[config.mk]
export PLATFORM = sky130hd
export DESIGN_NAME = fault_flag_command_block
export DESIGN_NICKNAME = d
export VERILOG_FILES = /design/src/logic/fault_flag_pkg.sv /design/src/logic/spi_link_if.sv /design/src/logic/spi_frame_engine.sv /design/src/logic/fault_flag_command_block.sv
export VERILOG_INCLUDE_DIRS = /design/src /design/src/logic
export SDC_FILE = /design/constraint.sdc
export NUM_CORES = 1
export LEC_CHECK = 0
export ABC_AREA = 1
export BUFFER_PORTS_ARGS = -buffer_cell sky130_fd_sc_hd__buf_2
export CAP_MARGIN = 20
export CORE_AREA = 2 2 139 141
export DETAILED_ROUTE_END_ITERATION = 12
export DIE_AREA = 0 0 141 143
export PLACE_DENSITY_LB_ADDON = 0.05
export RECOVER_POWER = 50
export SKIP_CTS_REPAIR_TIMING = 1
export SLEW_MARGIN = 20
export SYNTH_ARGS = -nofsm -noshare
export SYNTH_HDL_FRONTEND = slang
export SYNTH_SLANG_ARGS = --single-unit
[constraint.sdc]
create_clock -name clk_sys -period 2 [get_ports clk_sys]
set_clock_uncertainty 0.2 [all_clocks]
set_input_delay 0.4 -clock clk_sys [delete_from_list [all_inputs] [get_ports clk_sys]]
set_output_delay 0.4 -clock clk_sys [all_outputs]
set_load 0.01 [all_outputs]
[src/logic/fault_flag_defs.svh]
// Purpose: Constants shared by the fault flag command logic
// Assumes: 32-bit serial frames, 200 MHz system clock
// Notes: reset values and bit positions of the returned words
// Notes on behaviour
// - Fault read address 0x21, flags low
// - Event flag sets on change, clears on read
// - Bit 10 latches frame errors until read
// - Bit 9 latches check mismatch until gone and read
// - Bit 7 undervoltage, clears when gone and read
// - Bit 6 overvoltage, clears when gone and read
// - Bit 5 thermal warning, clears gone and read
// - Bit 4 thermal limit, clears gone and read
// - Bit 3 interrupt line wake, read clears
// - Bit 2 wake pin falling edge, read clears
// - Bit 1 serial wake, read clears
// - Bit 0 power-on reset, clears when gone and read
// - Interrupt request gives 100 us low pulse
// - Interrupt request echo carries summary bits only
// - Interrupt request echo frame does not clear event flag
// - Soft reset write gives a one-cycle soft_reset_pulse
// - Soft reset answer uses switch status layout
// - Frame: address, read/write bit, 24 data
// - Summary fault holds until read and clear
// - Returned event flag clears; no re-raise
// - Chip select fall starts 32-clock transfer
// - Summary and event flag set after reset
`ifndef FAULT_FLAG_DEFS_SVH
`define FAULT_FLAG_DEFS_SVH

`define ADDR_FAULT 7'h21
`define ADDR_INT_REQ 7'h23
`define ADDR_SOFT_RST 7'h24
`define ADDR_SW_STATUS 7'h1f
`define ADDR_MAX 7'h24
`define ECHO_SW_STATUS 8'h3e
`define FRAME_BITS 6'h20
`define FLAG_MASK 22'h00_06ff
`define FLAGS_RST 22'h00_0001
`define FAULT_SUM_RST 1'b1
`define INTFLG_RST 1'b1
`define PIN_RST 34'h0_0000_001a
`define INT_PULSE_US 100
`define CLK_PERIOD_PS 5000
`define INT_PULSE_CYCLES ((`INT_PULSE_US * 1000 * 1000) / `CLK_PERIOD_PS)

`endif

[src/logic/fault_flag_pkg.sv]
// Purpose: Types for the fault flag command logic
// Assumes: Nothing beyond the constants header
// Notes: Response kinds select the word loaded for the next frame
package fault_flag_pkg;
	typedef logic [31:0] frame_t;
	typedef enum logic [1:0] {
		RESP_ECHO,
		RESP_FAULT,
		RESP_SWITCH,
		RESP_INT_REQ
	} resp_kind_e;
endpackage

[src/logic/spi_link_if.sv]
// Purpose: Carries one serial frame between shifter and command logic
// Assumes: All members are on clk_sys
// Notes: Strobes are one-cycle pulses
`timescale 1ns/1ps
interface spi_link_if;
	logic sclk;
	logic cs_n;
	logic mosi;
	logic miso;
	fault_flag_pkg::frame_t tx_word;
	fault_flag_pkg::frame_t rx_word;
	logic frame_start;
	logic frame_done;
	logic frame_bad;
	modport engine (input sclk, cs_n, mosi, tx_word,
		output miso, rx_word, frame_start, frame_done, frame_bad);
	modport ctrl (output sclk, cs_n, mosi, tx_word,
		input miso, rx_word, frame_start, frame_done, frame_bad);
endinterface

[src/logic/spi_frame_engine.sv]
// Purpose: Shifts a 32-bit frame in and the answer word out
// Assumes: Pins already synchronised, clock idles low, sample on rise
// Notes: Answer word is loaded at the chip select fall
`timescale 1ns/1ps
`include "fault_flag_defs.svh"
module spi_frame_engine (
	// System
	input wire logic clk_sys,
	input wire logic rst_n,
	// Frame link
	spi_link_if.engine lnk
);
	logic sclk_q_ff;
	logic cs_q_ff;
	logic [5:0] cnt_ff;
	logic [31:0] out_ff;
	logic [31:0] rx_ff;

	wire sclk_rise = lnk.sclk & ~sclk_q_ff;
	wire sclk_fall = ~lnk.sclk & sclk_q_ff;
	wire cs_fall = cs_q_ff & ~lnk.cs_n;
	wire cs_rise = ~cs_q_ff & lnk.cs_n;
	wire active = ~lnk.cs_n & ~cs_fall;
	// Counter saturates so a long frame still reads as malformed
	wire [5:0] nxt_cnt = (cnt_ff == 6'h3f) ? cnt_ff : cnt_ff + 6'h01;

	assign lnk.frame_start = cs_fall;
	assign lnk.frame_done = cs_rise;
	assign lnk.frame_bad = cs_rise & (cnt_ff != `FRAME_BITS);
	assign lnk.miso = out_ff[31];
	assign lnk.rx_word = rx_ff;

	always_ff @(posedge clk_sys) begin
		if (!rst_n) begin
			sclk_q_ff <= 1'b0;
			cs_q_ff <= 1'b1;
		end else begin
			sclk_q_ff <= lnk.sclk;
			cs_q_ff <= lnk.cs_n;
		end
	end

	always_ff @(posedge clk_sys) begin
		if (!rst_n) begin
			cnt_ff <= 6'h00;
			rx_ff <= 32'h0000_0000;
		end else if (cs_fall) begin
			cnt_ff <= 6'h00;
		end else if (active && sclk_rise) begin
			cnt_ff <= nxt_cnt;
			rx_ff <= {rx_ff[30:0], lnk.mosi};
		end
	end

	// Shifting waits for the first rise so bit 31 stands a full clock
	always_ff @(posedge clk_sys) begin
		if (!rst_n) begin
			out_ff <= 32'h0000_0000;
		end else if (cs_fall) begin
			out_ff <= lnk.tx_word;
		end else if (active && sclk_fall && cnt_ff != 6'h00) begin
			out_ff <= {out_ff[30:0], 1'b0};
		end
	end
endmodule

[src/logic/fault_flag_command_block.sv]
// Purpose: Serial command logic for fault flags, interrupt pulse, soft reset
// Assumes: All pins asynchronous to clk_sys; sclk far slower than clk_sys
// Notes: The answer to a command leaves in the following frame
`timescale 1ns/1ps
`include "fault_flag_defs.svh"
module fault_flag_command_block #(
	parameter int INT_PULSE_CYCLES = `INT_PULSE_CYCLES
) (
	// System
	input wire logic clk_sys,
	input wire logic rst_n,
	// Serial port
	input wire logic sclk,
	input wire logic cs_n,
	input wire logic mosi,
	output logic miso,
	output logic miso_oe,
	// Interrupt line, open drain
	input wire logic int_n_in,
	output logic int_n_out,
	output logic int_n_oe,
	// Wake pin
	input wire logic wake_n,
	// Switch and monitor inputs
	input wire logic [13:0] ground_switch_inputs,
	input wire logic [7:0] programmable_switch_inputs,
	input wire logic low_supply_cmp,
	input wire logic high_supply_cmp,
	input wire logic thermal_warning_cmp,
	input wire logic thermal_limit_cmp,
	input wire logic battery_supply_low,
	input wire logic hash_mismatch,
	input wire logic sleep_state,
	// Status and control outputs
	output logic soft_reset_pulse,
	output logic fault_summary,
	output logic event_flag,
	output logic [21:0] fault_flags
);
	localparam int NPIN = 34;
	localparam int CW = $clog2(INT_PULSE_CYCLES + 1);

	logic [NPIN-1:0] sync1_ff;
	logic [NPIN-1:0] sync2_ff;
	logic [NPIN-1:0] sync3_ff;
	logic [NPIN-1:0] pin_ff;
	logic int_prev_ff;
	logic wake_prev_ff;
	logic [21:0] sw_prev_ff;
	logic [21:0] flags_ff;
	logic fault_sum_ff;
	logic intflg_ff;
	logic [7:0] echo_ff;
	fault_flag_pkg::resp_kind_e resp_ff;
	logic soft_rst_ff;
	logic pulse_on_ff;
	logic [CW-1:0] pulse_cnt_ff;

	wire sleep_s;
	wire hash_s;
	wire por_s;
	wire tl_s;
	wire tw_s;
	wire ov_s;
	wire uv_s;
	wire [21:0] sw_s;
	wire wake_s;
	wire int_s;
	wire mosi_s;
	wire cs_s;
	wire sclk_s;

	spi_link_if lnk();

	spi_frame_engine u_engine (
		.clk_sys(clk_sys),
		.rst_n(rst_n),
		.lnk(lnk.engine)
	);

	// A pin moves only once the second and third stages agree
	wire [NPIN-1:0] pin_raw = {sleep_state, hash_mismatch,
		battery_supply_low, thermal_limit_cmp, thermal_warning_cmp,
		high_supply_cmp, low_supply_cmp, programmable_switch_inputs,
		ground_switch_inputs, wake_n, int_n_in, mosi, cs_n, sclk};
	wire [NPIN-1:0] pin_diff = sync2_ff ^ sync3_ff;
	wire [NPIN-1:0] nxt_pin = (sync2_ff & ~pin_diff) | (pin_ff & pin_diff);

	assign {sleep_s, hash_s, por_s, tl_s, tw_s, ov_s, uv_s, sw_s,
		wake_s, int_s, mosi_s, cs_s, sclk_s} = pin_ff;

	always_ff @(posedge clk_sys) begin
		if (!rst_n) begin
			sync1_ff <= `PIN_RST;
			sync2_ff <= `PIN_RST;
			sync3_ff <= `PIN_RST;
			pin_ff <= `PIN_RST;
		end else begin
			sync1_ff <= pin_raw;
			sync2_ff <= sync1_ff;
			sync3_ff <= sync2_ff;
			pin_ff <= nxt_pin;
		end
	end

	assign lnk.sclk = sclk_s;
	assign lnk.cs_n = cs_s;
	assign lnk.mosi = mosi_s;
	assign miso = lnk.miso;
	assign miso_oe = ~cs_s;

	// Command decode, shared by the answer selection and the actions
	function automatic fault_flag_pkg::resp_kind_e kind_of(
		input fault_flag_pkg::frame_t w
	);
		logic zero;
		zero = (w[23:0] == 24'h00_0000);
		if (w[31:25] == `ADDR_FAULT && !w[24])
			kind_of = fault_flag_pkg::RESP_FAULT;
		else if (w[31:25] == `ADDR_INT_REQ && w[24] && zero)
			kind_of = fault_flag_pkg::RESP_INT_REQ;
		else if (w[31:25] == `ADDR_SOFT_RST && w[24] && zero)
			kind_of = fault_flag_pkg::RESP_SWITCH;
		else if (w[31:25] == `ADDR_SW_STATUS && !w[24])
			kind_of = fault_flag_pkg::RESP_SWITCH;
		else
			kind_of = fault_flag_pkg::RESP_ECHO;
	endfunction

	wire frame_good = lnk.frame_done & ~lnk.frame_bad;
	wire [6:0] cmd_addr = lnk.rx_word[31:25];
	wire cmd_rw = lnk.rx_word[24];
	wire fault_flag_pkg::resp_kind_e cmd_kind = kind_of(lnk.rx_word);
	wire addr_bad = frame_good & (cmd_addr > `ADDR_MAX);
	wire err_evt = (lnk.frame_done & lnk.frame_bad) | addr_bad;
	wire int_req = frame_good & (cmd_kind == fault_flag_pkg::RESP_INT_REQ);
	wire soft_req = frame_good & cmd_rw &
		(cmd_kind == fault_flag_pkg::RESP_SWITCH);

	// Answer word loaded at the next chip select fall
	wire resp_fault = resp_ff == fault_flag_pkg::RESP_FAULT;
	wire resp_sw = resp_ff == fault_flag_pkg::RESP_SWITCH;
	wire [7:0] resp_head = resp_sw ? `ECHO_SW_STATUS : echo_ff;
	wire [21:0] resp_body = resp_fault ? flags_ff :
		(resp_sw ? sw_s : 22'h00_0000);
	assign lnk.tx_word = {resp_head, fault_sum_ff, intflg_ff, resp_body};

	// Clear-on-read strobes, taken when the answer word is launched
	wire fault_read = lnk.frame_start & resp_fault;
	wire int_echo = resp_ff == fault_flag_pkg::RESP_INT_REQ;
	wire event_clr = lnk.frame_start & ~int_echo;

	// Wake events; our own pulse on the line is not a wake
	wire int_fall = int_prev_ff & ~int_s;
	wire wake_fall = wake_prev_ff & ~wake_s;
	wire int_wake_evt = int_fall & sleep_s & ~pulse_on_ff;
	wire wake_evt = wake_fall;
	wire spi_wake_evt = lnk.frame_start & sleep_s;

	// Level causes hold their flag through a read; unused bits are tied
	wire [21:0] cause = {11'h000, err_evt, hash_s, 1'b0, uv_s, ov_s,
		tw_s, tl_s, int_wake_evt, wake_evt, spi_wake_evt, por_s};
	wire [21:0] keep = flags_ff & ~{22{fault_read}};
	wire [21:0] nxt_flags = (cause | keep) & `FLAG_MASK;
	wire new_flag = |(cause & ~flags_ff & `FLAG_MASK);
	wire sw_change = sw_s != sw_prev_ff;
	wire nxt_intflg = new_flag | sw_change | (intflg_ff & ~event_clr);
	wire nxt_fault_sum = (|nxt_flags) | (fault_sum_ff & ~fault_read);

	always_ff @(posedge clk_sys) begin
		if (!rst_n) begin
			flags_ff <= `FLAGS_RST;
			fault_sum_ff <= `FAULT_SUM_RST;
			intflg_ff <= `INTFLG_RST;
		end else begin
			flags_ff <= nxt_flags;
			fault_sum_ff <= nxt_fault_sum;
			intflg_ff <= nxt_intflg;
		end
	end

	always_ff @(posedge clk_sys) begin
		if (!rst_n) begin
			int_prev_ff <= 1'b1;
			wake_prev_ff <= 1'b1;
			sw_prev_ff <= 22'h00_0000;
		end else begin
			int_prev_ff <= int_s;
			wake_prev_ff <= wake_s;
			sw_prev_ff <= sw_s;
		end
	end

	// A malformed frame keeps its top byte as the echo
	always_ff @(posedge clk_sys) begin
		if (!rst_n) begin
			resp_ff <= fault_flag_pkg::RESP_ECHO;
			echo_ff <= 8'h00;
		end else if (lnk.frame_done) begin
			resp_ff <= lnk.frame_bad ? fault_flag_pkg::RESP_ECHO : cmd_kind;
			echo_ff <= lnk.rx_word[31:24];
		end
	end

	always_ff @(posedge clk_sys) begin
		if (!rst_n)
			soft_rst_ff <= 1'b0;
		else
			soft_rst_ff <= soft_req;
	end

	// A second request during a pulse restarts the full length
	always_ff @(posedge clk_sys) begin
		if (!rst_n) begin
			pulse_on_ff <= 1'b0;
			pulse_cnt_ff <= '0;
		end else if (int_req) begin
			pulse_on_ff <= 1'b1;
			pulse_cnt_ff <= CW'(INT_PULSE_CYCLES - 1);
		end else if (pulse_on_ff) begin
			pulse_on_ff <= pulse_cnt_ff != '0;
			pulse_cnt_ff <= pulse_cnt_ff - CW'(1);
		end
	end

	assign int_n_out = 1'b0;
	assign int_n_oe = pulse_on_ff;
	assign soft_reset_pulse = soft_rst_ff;
	assign fault_summary = fault_sum_ff;
	assign event_flag = intflg_ff;
	assign fault_flags = flags_ff;

	logic [CW:0] low_len_ff;
	always_ff @(posedge clk_sys) begin
		if (!rst_n || int_req)
			low_len_ff <= '0;
		else if (pulse_on_ff)
			low_len_ff <= low_len_ff + (CW+1)'(1);
	end
endmodule

## Yosys cells after proc, flatten, opt, wreduce, memory -nomap -nowiden

Cells that the tools add are included.

| word-level totals | value |
|---|---|
| bits in registers | 271 |
| latch bits | 0 |
| bits in writable memories | 0 |
| bits in read-only memories | 0 |
| input port bits | 36 |
| logic and storage cells | 120 |
| memories kept | 0 |

| operators by class | value |
|---|---|
| $add $sub $neg | 2 |
| multiply operators | 0 |
| divide/modulo/power cells | 0 |
| $lt $le $gt $ge | 1 |
| equal/unequal tests | 12 |
| shifts and indexed selects | 0 |
| mux-type cells | 14 |
| bitwise logic cells | 49 |
| reductions and logical operators | 21 |

Operator list:

| kind | number |
|---|---|
| $and 34x34->34 | 2 |
| $mux 32 | 2 |
| $mux 22 | 2 |
| $not 34->34 | 1 |
| $or 34x34->34 | 1 |
| $xor 34x34->34 | 1 |
| $mux 15 | 2 |
| $logic_not 24->1 | 1 |
| $and 11x11->11 | 2 |
| $ne 22x22->1 | 1 |
| $not 11->11 | 2 |
| $and 1x1->1 | 21 |
| $eq 7x6->1 const B | 3 |
| $reduce_or 10->1 | 2 |
| $reduce_bool 15->1 | 1 |
| $sub 15x1->15 const B | 1 |
| $not 1->1 | 14 |
| $or 11x11->11 | 1 |
| $mux 2 | 5 |
| $logic_and 1x1->1 | 9 |
| $eq 2x2->1 const B | 4 |
| $mux 8 | 1 |
| $eq 7x5->1 const B | 1 |
| $gt 7x6->1 const B | 1 |
| 11 further kinds | 18 |

## Longest topological paths before layout

Gate-level depths: netlist of the first run.

| logic depth | value |
|---|---|
| depth after elaboration | 11 |
| mapped depth | 12 |
| gate-level depth less buffers | 12 |

## Cells and area by module

Synthesis of the first run repeated with hierarchy kept, for this count alone.

| unflattened totals | value |
|---|---|
| cells, all modules | 1409 |
| area, all modules | 10525.1 um2 |

By module, submodules not included:

| module | times used | cells an instance | area an instance (um2) | sequential area each (um2) |
|---|---|---|---|---|
| fault_flag_command_block | 1 | 953 | 7327.0 | 3983.8 |
| spi_frame_engine | 1 | 456 | 3198.1 | 1441.4 |

## Worst setup path after synthesis of the first run

OpenSTA, ideal clock, no wires.

| timing | value |
|---|---|
| path kind | register -> register |
| start point | reg pulse_cnt_ff[0] |
| end point | reg pulse_cnt_ff[14] |
| setup time | 127 ps |
| arrival time | 1241 ps |
| path slack | 432 ps |
| stages on the path, launching flop included | 12 |
| period minus slack after synthesis | 1568 ps |
| cell sequence | dfxtp_1 inv_1 ha_1 nand2_1 inv_1 nand2_1 nor2_4 nand2_1 o21ai_0 nand2_1 inv_1 a21oi_1 |

| between the ends | value |
|---|---|
| cells in the longest elaborated chain, start to end | 3 |

Ends and longest elaborated chain:

| item | RTL line | source |
|---|---|---|
| start, declared | fault_flag_command_block.sv:57 | `logic [CW-1:0] pulse_cnt_ff;` |
| start signal, assigned | fault_flag_command_block.sv:219 | `pulse_cnt_ff <= CW'(INT_PULSE_CYCLES - 1);` |
| start signal, assigned | fault_flag_command_block.sv:222 | `pulse_cnt_ff <= pulse_cnt_ff - CW'(1);` |
| $sub 15x1->15 | fault_flag_command_block.sv:222 |  |
| $mux 15 | fault_flag_command_block.sv:220 | `end else if (pulse_on_ff) begin` |
| $mux 15 | fault_flag_command_block.sv:217 | `end else if (int_req) begin` |

No other way between the ends. The select of a mux whose other input is x is not followed.
A chain may end at the register's enable or synchronous reset.

## Worst setup path in the final report of the first run

| timing | value |
|---|---|
| start point | reg pulse_on_ff (netlist: int_n_oe) |
| end point | out int_n_oe |

RTL lines:

| item | RTL line | source |
|---|---|---|
| start, declared | fault_flag_command_block.sv:56 | `logic pulse_on_ff;` |
| start signal, assigned | fault_flag_command_block.sv:215 | `pulse_on_ff <= 1'b0;` |
| start signal, assigned | fault_flag_command_block.sv:218 | `pulse_on_ff <= 1'b1;` |
| start signal, assigned | fault_flag_command_block.sv:221 | `pulse_on_ff <= pulse_cnt_ff != '0;` |
| end, declared | fault_flag_command_block.sv:21 | `output logic int_n_oe,` |

No word-level cell between the ends.

==> metrics.md, run 1 <==
| Metric | Value |
|---|---|
| Outcome | `finished clean` |
| Largest family of logic cells by synthesized area | `simple AND/OR/NAND/NOR gates` |
| CP Capture Type | `output port` |
| Share of cells above drive strength 1 | `0.0984` |
| Post-synthesis instance total | `1334` |
| Met2 WL | `9.48 mm` |
| Critical-path top delay cell | `dfxtp_1` |
| Warnings, synthesis | `0` |
| Post-detail-place hpwl | `13.4 mm` |
| DRC marker count from the first detailed-route iteration | `364` |
| Antenna Violating Nets Remaining | `0` |
| Top cell type's share of synthesized area | `0.534` |
| CP Launch Type | `flip-flop` |
| Share of the yosys chip area belonging to registers | `0.534` |
| Clock Tree Buf Depth | `3` |
| Crit path buf inv count | `2` |
| Vias in the first global route | `7124` |
| Max_cap viols | `0` |
| Yosys top cell by area | `dfxtp_1` |
| Htree depth | `1` |
| Core Area | `0.0186 mm^2` |
| Clk sink count | `271` |
| Commonest cells after routing, fill and taps aside | `271 x dfxtp_1, 270 x nand2_1, 204 x nor2_1` |
| DRC Markers | `0` |
| Global-route wire length before repair | `33.1 mm` |
| RSZ-0062 raised after global routing | `false` |
| RePlAce Congestion | `0.851` |
| Initial DRT Pass Iterations | `5` |
| DR WL met3 | `752 um` |
| Starting Density | `0.547` |
| Flops & latches, synth | `271` |
| Antenna violations before repair | `0` |
| Final setup TNS | `0 ns` |
| Fill count | `1644` |
| Slew of the pin with the lowest slew margin | `0.719 ns` |
| Gr ovfl total | `0` |
| Largest cells by area after synthesis | `dfxtp_1 53%, nand2_1 10%, nor2_1 7.5%` |
| Synth unique cells | `41` |
| Worst path required time | `1.40 ns` |
| Clk root buf | `clkbuf_16` |
| Die width | `141 um` |
| Row cnt | `50` |
| Max-slew violation count | `0` |
| Syn avg cell area | `7.62 um^2` |
| Routed len/inst | `12.1 um` |
| Crit path max fanout | `6` |
| Largest net degree at the start of global routing | `57` |
| Routed via count | `8089` |
| TritonCTS buffer count | `27` |
| Adder-cell share of the synthesized area | `0.00369` |
| Setup Viol. Count Final | `0` |
| Die ar. | `0.0202 mm^2` |
| WL final | `20.3 mm` |
| Top Layer Used | `met4` |
| Leakage power | `5.74 nW` |
| Period utilization | `0.921` |
| Worst-path clk slew | `0.06 ns` |
| Hold Path Class | `flip-flop to flip-flop` |
| IO Count | `65` |
| Max Freq | `0.543 GHz` |
| Post-Syn Area | `0.0102 mm^2` |
| Crit-path cells | `buf_4 -> buf_2` |
| Total power | `11.1 mW` |
| Area growth from synthesis to layout | `17.0%` |
| Commonest non-fill, non-tap cell in the layout | `dfxtp_1` |
| Port Buf Inserts | `51` |
| Vias per std cell | `4.82` |
| Crit path DAT | `1.24 ns` |
| Clock latency on the worst-skew pair | `0.53 ns` |
| Post-synthesis xor/xnor area fraction | `0.0172` |
| Die Y | `143 um` |
| CP Class | `flip-flop to output port` |
| GRT Total Usage | `0.197` |
| Slew headroom | `0.521` |
| Worst vdd rail ir drop | `0.693 mV` |
| CTS tree | `built` |
| DRT met1 WL | `9.49 mm` |
| Compound-cell area share of the yosys netlist | `0.118` |
| Fin Hold WS | `0.207 ns` |
| PD cells | `933 mW/mm^2` |
| Mux cell area share after synthesis | `0` |
| Final Hold Fails | `0` |
| Ant. Diodes | `0` |
| Max incr delay on CP | `0.43 ns` |
| Minimum clock period | `1.84 ns` |
| Kind of cell adding the most delay to the critical path | `flip-flops` |
| Final #Nets | `1461` |
| Synth Area in Simple Gates | `0.221` |
area by class of cell:
type                            count  area (um^2)  area share
Timing Repair Buffer              109          800      0.0672
Multi-Input combinational cell    820         3700       0.311
Clock buffer                       39          781      0.0656
Inverter                          193          729      0.0613
Clock inverter                     11          161      0.0136
Tap cell                          234          293      0.0246
Sequential cell                   271         5430       0.456
power breakdown:
part / switching, mW / leakage (nW) / internal (mW)
Clock: 2.04 / 0.464 / 3.22
Combinational: 0.173 / 3.08 / 0.134
Sequential: 0.0351 / 2.20 / 5.49
layer usage:
layer	global-route usage	up-vias
li1	-	4281
met4	0.0579	0
met3	0.0376	39
met1	0.258	3641
met5	0	-
met2	0.333	128
cell families after synthesis:
logic type	Yosys count
xor+xnor	20
compound gates	233
simple gates	551
flops	271
fa+ha+maj	3
buf+inv	255
other cells	1
cells in the mapped netlist, drive strengths merged:
library cell  number
nor2             210
xor2              10
nand2            274
nor3               9
and3               2
conb               1
o21bai             2
clkbuf            25
a21oi             90
dfxtp            271
o22ai              3
nor4               1
a211oi             1
a32oi              1
ha                 3
o31ai              1
nand4              7
nand3             40
o311ai             1
inv              193
a21boi             4
or2                8
o211ai             1
o21ai            128
o221ai             1
xnor2             10
buf               37
worst paths after layout:
check | endpoint | from | cells past startpoint | slack [ns]
worst max-delay path | int_n_oe | int_n_oe | 2 | 0.16
worst min-delay path | sync2_ff[14] | sync1_ff[14] | 2 | 0.21
worst max register to register | u_engine.out_ff[10] | u_engine.cnt_ff[1] | 10 | 0.22
worst min register to register | sync2_ff[14] | sync1_ff[14] | 2 | 0.21
worst register-to-register path, cell delays in order (launching register included):
cell     delay [ns]
dfxtp_1        0.33
inv_1          0.10
ha_1           0.14
nand2_1        0.05
nor2_1         0.11
nand3_1        0.10
nand2_2        0.09
nand2_4        0.10
buf_4          0.20
a21oi_1        0.16
a21oi_1        0.09
metrics by stage:
step / utilization / worst slack (ns) / area (um^2) / cells
after floorplan: - / 0.432 / 10200 / 1346
after global placement: 0.572 / 0.237 / 10600 / 1592
after detailed placement: 0.572 / 0.223 / 10600 / 1592
after CTS: 0.622 / 0.135 / 11600 / 1642
after global routing: 0.640 / 0.0322 / 11900 / 1677
final: 0.640 / 0.159 / 11900 / 1677
Note: power is estimated with default switching activity, not from simulation.
==> run 2: changes to the inputs <==
BUFFER_PORTS_ARGS = not set   (was -buffer_cell sky130_fd_sc_hd__buf_2)
DONT_BUFFER_PORTS = 1   (was not set)
MAX_ROUTING_LAYER = met4   (was not set)
==> metrics.md, run 2 (synthesis gave the netlist of run 1 again) <==
| Metric | Value |
|---|---|
| Die ar. | `0.0202 mm^2 (unchanged)` |
| Max incr delay on CP | `0.56 ns (+0.13 ns)` |
| Vias in the first global route | `6940 (-2.6%)` |
| Kind of cell adding the most delay to the critical path | `buffers and inverters` |
| CP Launch Type | `flip-flop` |
| Worst-path clk slew | `0.06 ns (about the same)` |
| Period utilization | `0.930 (+0.00984)` |
| WL final | `22.5 mm (+11%)` |
| Fin Hold WS | `0.104 ns (-0.104 ns)` |
| Crit path buf inv count | `3 (+1)` |
| Slew of the pin with the lowest slew margin | `0.595 ns (-0.124 ns)` |
| Antenna Violating Nets Remaining | `0 (unchanged)` |
| Logic pwr share | `0.031 (+0.003)` |
| Crit-path cells | `inv_2 -> nor2_4 -> buf_4 -> o21ai_0 -> dlygate4sd3_1 -> a21oi_1` |
| Row cnt | `50 (unchanged)` |
| Sw Share | `0.205 (+0.00198)` |
| Max-slew violation count | `0 (unchanged)` |
| Starting Density | `0.547 (unchanged)` |
| Core Area | `0.0186 mm^2 (unchanged)` |
| Largest net degree at the start of global routing | `219 (+280%)` |
| Area growth from synthesis to layout | `26.5%` |
| DP Worst Slack | `0.226 ns (+0.00389 ns)` |
| Worst r2r path cells | `6 (-4)` |
| Ant. Diodes | `0 (unchanged)` |
| Critical-path top delay cell | `dlygate4sd3_1` |
| Setup Viol. Count Final | `0 (unchanged)` |
| Clk sink count | `271 (unchanged)` |
| Hold Path Origin | `rst_n` |
| Post-detail-place hpwl | `12.8 mm (-4.4%)` |
| RR Endpoint | `echo_ff[1]` |
| Htree depth | `1 (unchanged)` |
| Clock Tree Buf Depth | `3 (unchanged)` |
| Fill count | `1521 (-7.5%)` |
| Port Buf Inserts | `0 (-100%)` |
| Worst path required time | `2.26 ns (+0.86 ns)` |
| Clk pwr share | `0.475 (about the same)` |
| Final #Nets | `1525 (+4.4%)` |
| GRT Total Usage | `0.204 (+0.00696)` |
| CTS tree | `built` |
| Clk root buf | `clkbuf_16` |
| Vias per std cell | `4.83 (+0.21%)` |
| DRC Markers | `0 (unchanged)` |
| Worst Hold End | `fault_flags[0]` |
| Reg2reg setup slack | `0.14 ns (-0.08 ns)` |
| Placed Area | `0.0103 mm^2 (-2.7%)` |
| Antenna violations before repair | `0 (unchanged)` |
| Final Hold Fails | `0 (unchanged)` |
| Worst vdd rail ir drop | `0.771 mV (+11%)` |
| Leakage power | `5.76 nW (+0.36%)` |
| Post-Place Cells | `1535 (-3.6%)` |
| TritonCTS buffer count | `28 (+3.7%)` |
| CP Class | `flip-flop to flip-flop` |
| PD cells | `870 mW/mm^2 (-6.8%)` |
| Initial DRT Pass Iterations | `5 (unchanged)` |
| Final worst slack | `0.139 ns (-0.0197 ns)` |
| Routed via count | `8415 (+4.0%)` |
| Fin cells | `1741 (+3.8%)` |
| Crit path max fanout | `13 (+7)` |
| IO Count | `65 (unchanged)` |
| Clock latency on the worst-skew pair | `0.53 ns (about the same)` |
| RePlAce Congestion | `0.887 (+4.2%)` |
| Outcome | `finished clean` |
| Routed len/inst | `12.9 um (+7.0%)` |
| Sequential group share of total power | `0.493 (-0.005)` |
| Hold Path Class | `input port to flip-flop` |
| Die Y | `143 um (unchanged)` |
| Total power | `11.2 mW (+0.88%)` |
| RSZ-0062 raised after global routing | `false` |
| DRC marker count from the first detailed-route iteration | `384 (+5.5%)` |
| Finished Core Util | `0.693 (+0.0524)` |
| Psw | `2.29 mW (+1.9%)` |
| Share of cells above drive strength 1 | `0.0617 (-0.0367)` |
| Hold path depth | `2 (unchanged)` |
| Gr ovfl total | `0 (unchanged)` |
| Minimum clock period | `1.86 ns (+0.0197 ns)` |
| Crit path DAT | `2.12 ns (+0.88 ns)` |
| Die width | `141 um (unchanged)` |
| Max Freq | `0.537 GHz (-1.1%)` |
| Final Cell Area | `0.0129 mm^2 (+8.2%)` |
| Commonest cells after routing, fill and taps aside | `271 x dfxtp_1, 270 x nand2_1, 202 x nor2_1` |
| Internal power | `8.90 mW (+0.63%)` |
| CP Capture Type | `flip-flop` |
| Max_cap viols | `0 (unchanged)` |
| Commonest non-fill, non-tap cell in the layout | `dfxtp_1` |
| Slew headroom | `0.603 (+0.0829)` |
| Final setup TNS | `0 ns (unchanged)` |
| Global-route wire length before repair | `33.1 mm (-0.17%)` |
## run 2: cell types whose count changed in the layout (fill, tap and decap cells not counted), moves of 2 or more
| cell | previous run | this run |
|---|---|---|
| buf_12 | 2 | 4 |
| clkbuf_1 | 8 | 4 |
| clkbuf_16 | 27 | 29 |
| dlygate4sd3_1 | 35 | 154 |
| buf_2 | 50 | 0 |
| buf_4 | 18 | 12 |
| nor2_1 | 204 | 202 |
| clkinvlp_4 | 1 | 3 |
## run 2: how the worst max path moves through the flow
stage | startpoint | end | slack, ns | depth (start not counted)
2_1_floorplan | pulse_cnt_ff[0] | pulse_cnt_ff[14] | 0.43 | 11
3_3_place_gp | u_engine.cnt_ff[0] | u_engine.cnt_ff[1] | 0.15 | 7
3_5_place_dp | u_engine.cnt_ff[1] | pulse_cnt_ff[13] | 0.23 | 9
4_1_cts | u_engine.cnt_ff[0] | u_engine.cnt_ff[1] | 0.19 | 7
5_1_grt | flip-flop | echo_ff[1] | 0.04 | 6
6_report | flip-flop | echo_ff[1] | 0.14 | 6
## run 2: cell type report
type,count,area (um^2),share of cell area
Timing Repair Buffer,172,1740,0.136
Inverter,193,729,0.0567
Tap cell,234,293,0.0228
Sequential cell,271,5430,0.422
Clock buffer,38,810,0.0629
Clock inverter,13,151,0.0118
Multi-Input combinational cell,820,3710,0.289
## run 2: power by group through the flow
| stage | logic (mW) | registers [mW] | clock network (mW) |
|---|---|---|---|
| after floorplan | 0.197 | 5.63 | 0 |
| after global placement | 0.150 | 5.64 | 0 |
| after detailed placement | 0.153 | 5.64 | 0 |
| after CTS | 0.155 | 5.52 | 5.42 |
| after global routing | 0.397 | 5.53 | 5.68 |
| final | 0.352 | 5.52 | 5.32 |
## run 2: layer usage
layer  vias up  part of all wire  track usage
met5         -                 0            -
met4         0             0.012       0.0416
met3        27             0.053       0.0493
met2       131              0.49        0.340
met1      3844              0.45        0.255
li1       4413                 -            -
==> run 3: changes to the inputs <==
ABC_AREA = not set   (was 1)
CORE_AREA = 2 2 136 138   (was 2 2 139 141)
DIE_AREA = 0 0 138 140   (was 0 0 141 143)
==> metrics.md, run 3 <==
| Metric | Value |
|---|---|
| Vias in the first global route | `6375 (-8.1%)` |
| WL final | `20.0 mm (-11%)` |
| Htree depth | `1 (unchanged)` |
| Die Y | `140 um (-2.1%)` |
| Commonest non-fill, non-tap cell in the layout | `dfxtp_1` |
| Final worst slack | `-0.0148 ns (-0.154 ns)` |
| Ant. Diodes | `0 (unchanged)` |
| Global routing met3 resource utilization | `0.0383 (-0.0110)` |
| Crit path DAT | `2.27 ns (+0.15 ns)` |
| Worst path required time | `2.25 ns (about the same)` |
| Setup Viol. Count Final | `7 (+7)` |
| CP Launch Type | `flip-flop` |
| Hold Path Class | `input port to flip-flop` |
| Final setup TNS | `-0.0471 ns (-0.0471 ns)` |
| Post-Syn Area | `0.00960 mm^2 (-5.5%)` |
| Port Buf Inserts | `0 (unchanged)` |
| Synth unique cells | `50 (+22%)` |
| Placed Area | `0.0101 mm^2 (-2.4%)` |
| Worst-path clk slew | `0.06 ns (about the same)` |
| Max_cap viols | `0 (unchanged)` |
| Top cell type's share of synthesized area | `0.565 (+0.0313)` |
| Max Freq | `0.496 GHz (-7.6%)` |
| GRT Total Usage | `0.195 (-0.00868)` |
| Outcome | `finished, violations left` |
| CP Class | `flip-flop to flip-flop` |
| Share of the yosys chip area belonging to registers | `0.565 (+0.0313)` |
| Post-synth EDFFs | `0 (unchanged)` |
| Synth cell count leaders | `271 x dfxtp_1, 156 x nand2_1, 117 x and2_1, 100 x a21oi_1, 50 x nor2_1` |
| Sw Share | `0.196 (-0.00940)` |
| TritonCTS buffer count | `27 (-3.6%)` |
| M2 GR Usage | `0.299 (-0.0411)` |
| Fin Hold WS | `0.0523 ns (-0.0515 ns)` |
| Clk pwr share | `0.485 (+0.010)` |
| PD cells | `943 mW/mm^2 (+8.4%)` |
| M1 GR Usage | `0.268 (+0.0133)` |
| Slew headroom | `0.634 (+0.0310)` |
| Vias per std cell | `5.23 (+8.3%)` |
| Leakage power | `4.37 nW (-24%)` |
| Starting Density | `0.540 (-0.00709)` |
| Gr ovfl total | `0 (unchanged)` |
| RSZ-0062 raised after global routing | `true` |
| Sequential group share of total power | `0.492 (about the same)` |
| Warnings, synthesis | `0 (unchanged)` |
| Row cnt | `49 (-2.0%)` |
| IO Count | `65 (unchanged)` |
| Core Area | `0.0178 mm^2 (-4.3%)` |
| Psw | `2.19 mW (-4.4%)` |
| Cell with the most instances after synthesis | `dfxtp_1` |
| Routed len/inst | `14.7 um (+14%)` |
| Antenna Violating Nets Remaining | `0 (unchanged)` |
| Post-synthesis instance total | `1023 (-23%)` |
| Die ar. | `0.0193 mm^2 (-4.2%)` |
| Clk root buf | `clkbuf_16` |
| Final #Nets | `1148 (-25%)` |
| CP Capture Type | `flip-flop` |
| Routed via count | `7108 (-16%)` |
| Clock Tree Buf Depth | `3 (unchanged)` |
| Commonest cells after routing, fill and taps aside | `267 x dfxtp_1, 155 x nand2_1, 100 x a21oi_1` |
| Post-detail-place hpwl | `11.4 mm (-11%)` |
| Failing checks | `setup timing` |
| Slew of the pin with the lowest slew margin | `0.548 ns (-0.0465 ns)` |
| Internal power | `9.02 mW (+1.4%)` |
| Initial DRT Pass Iterations | `6 (+1)` |
| Post-Place Cells | `1248 (-19%)` |
| Flops & latches, synth | `271 (unchanged)` |
| Global-route wire length before repair | `31.2 mm (-5.7%)` |
| Logic pwr share | `0.022 (-0.009)` |
| Die width | `138 um (-2.1%)` |
| Final Hold Fails | `0 (unchanged)` |
| Worst setup startpoint | `u_engine.lnk.rx_word[21]` |
| Syn avg cell area | `9.39 um^2 (+23%)` |
| RePlAce Congestion | `0.779 (-12%)` |
| CTS tree | `built` |
| Crit path max fanout | `5 (-8)` |
| Largest cells by area after synthesis | `dfxtp_1 56%, and2_1 7.6%, nand2_1 6.1%` |
| Largest net degree at the start of global routing | `137 (-37%)` |
| Yosys top cell by area | `dfxtp_1` |
| Clock latency on the worst-skew pair | `0.53 ns (about the same)` |
| Max-slew violation count | `0 (unchanged)` |
| RR Startpoint | `u_engine.lnk.rx_word[21]` |
| Total power | `11.2 mW (+0.20%)` |
| Period utilization | `1.01 (+0.0770)` |
| Final Cell Area | `0.0119 mm^2 (-7.6%)` |
| DRC Markers | `0 (unchanged)` |
| Area growth from synthesis to layout | `23.8%` |
| Share of cells above drive strength 1 | `0.129 (+0.0676)` |
| Primary FF master, synth | `dfxtp_1` |
| Minimum clock period | `2.01 ns (+0.154 ns)` |
| Worst vdd rail ir drop | `1.26 mV (+63%)` |
| Synth async-reset ratio | `0 (unchanged)` |
| DRC marker count from the first detailed-route iteration | `462 (+20%)` |
| Fin cells | `1358 (-22%)` |
| Hold Path Origin | `rst_n` |
| GR peak layer | `met2` |
| Antenna violations before repair | `0 (unchanged)` |
| Clk sink count | `271 (unchanged)` |
[run 3: layout make-up]
class	count	area, um^2
sequential	271	5430
fill	1421	5890
tap	229	287
clock buffer	39	801
multi-input combinational	683	4020
clock inverter	10	181
inverter	14	53.8
timing repair buffer	112	1120
[run 3: metal layers]
metal  vias to the layer above  wire length [um]
met5                         -                 0
met4                         0               306
met3                        31              1120
met2                       152              9000
met1                      3340              9580
li1                       3585                 -
[run 3: worst max-delay path: stages, from the launching register on]
cell and delay [ns]:
dfxtp_1 0.34, nor4_2 0.32, nand3_2 0.20, or4_4 0.59, clkbuf_16 0.19, a21oi_2 0.10
[run 3: final timing paths]
check                           cells past startpoint  slack (ns)               end
worst max-delay path                                5       -0.01  pulse_cnt_ff[14]
worst min-delay path                                2        0.05       sync3_ff[1]
worst max register to register                      5       -0.01  pulse_cnt_ff[14]
worst min register to register                      1        0.23       sync2_ff[8]
[run 3: logic make-up (layout without fill, tap and decap cells)]
group                      count (synthesis)  after routing  synth area share
and+or+nand+nor                          407            407             0.217
DFF                                      271            271             0.565
AOI/OAI and AO/OA                        219            219             0.138
buffers and inverters                     81            175            0.0390
xor gates and xnor gates                  41             41            0.0374
adders and majority gates                  3              3           0.00391
other                                      1             13          0.000390
[run 3: per-stage QoR]
| step | util | setup WS [ns] |
|---|---|---|
| 6_report | 0.669 | -0.0148 |
| 5_1_grt | 0.669 | -0.0838 |
| 2_1_floorplan | - | 0.0217 |
| 3_3_place_gp | 0.568 | -0.0754 |
| 3_5_place_dp | 0.568 | -0.0905 |
| 4_1_cts | 0.623 | -0.122 |
[run 3: power groups by stage]
stage | Sequential, mW | Combinational [mW] | Clock (mW)
2_1_floorplan | 5.63 | 0.164 | 0
3_3_place_gp | 5.64 | 0.148 | 0
3_5_place_dp | 5.64 | 0.149 | 0
4_1_cts | 5.52 | 0.150 | 5.56
5_1_grt | 5.53 | 0.280 | 5.77
6_report | 5.52 | 0.251 | 5.45
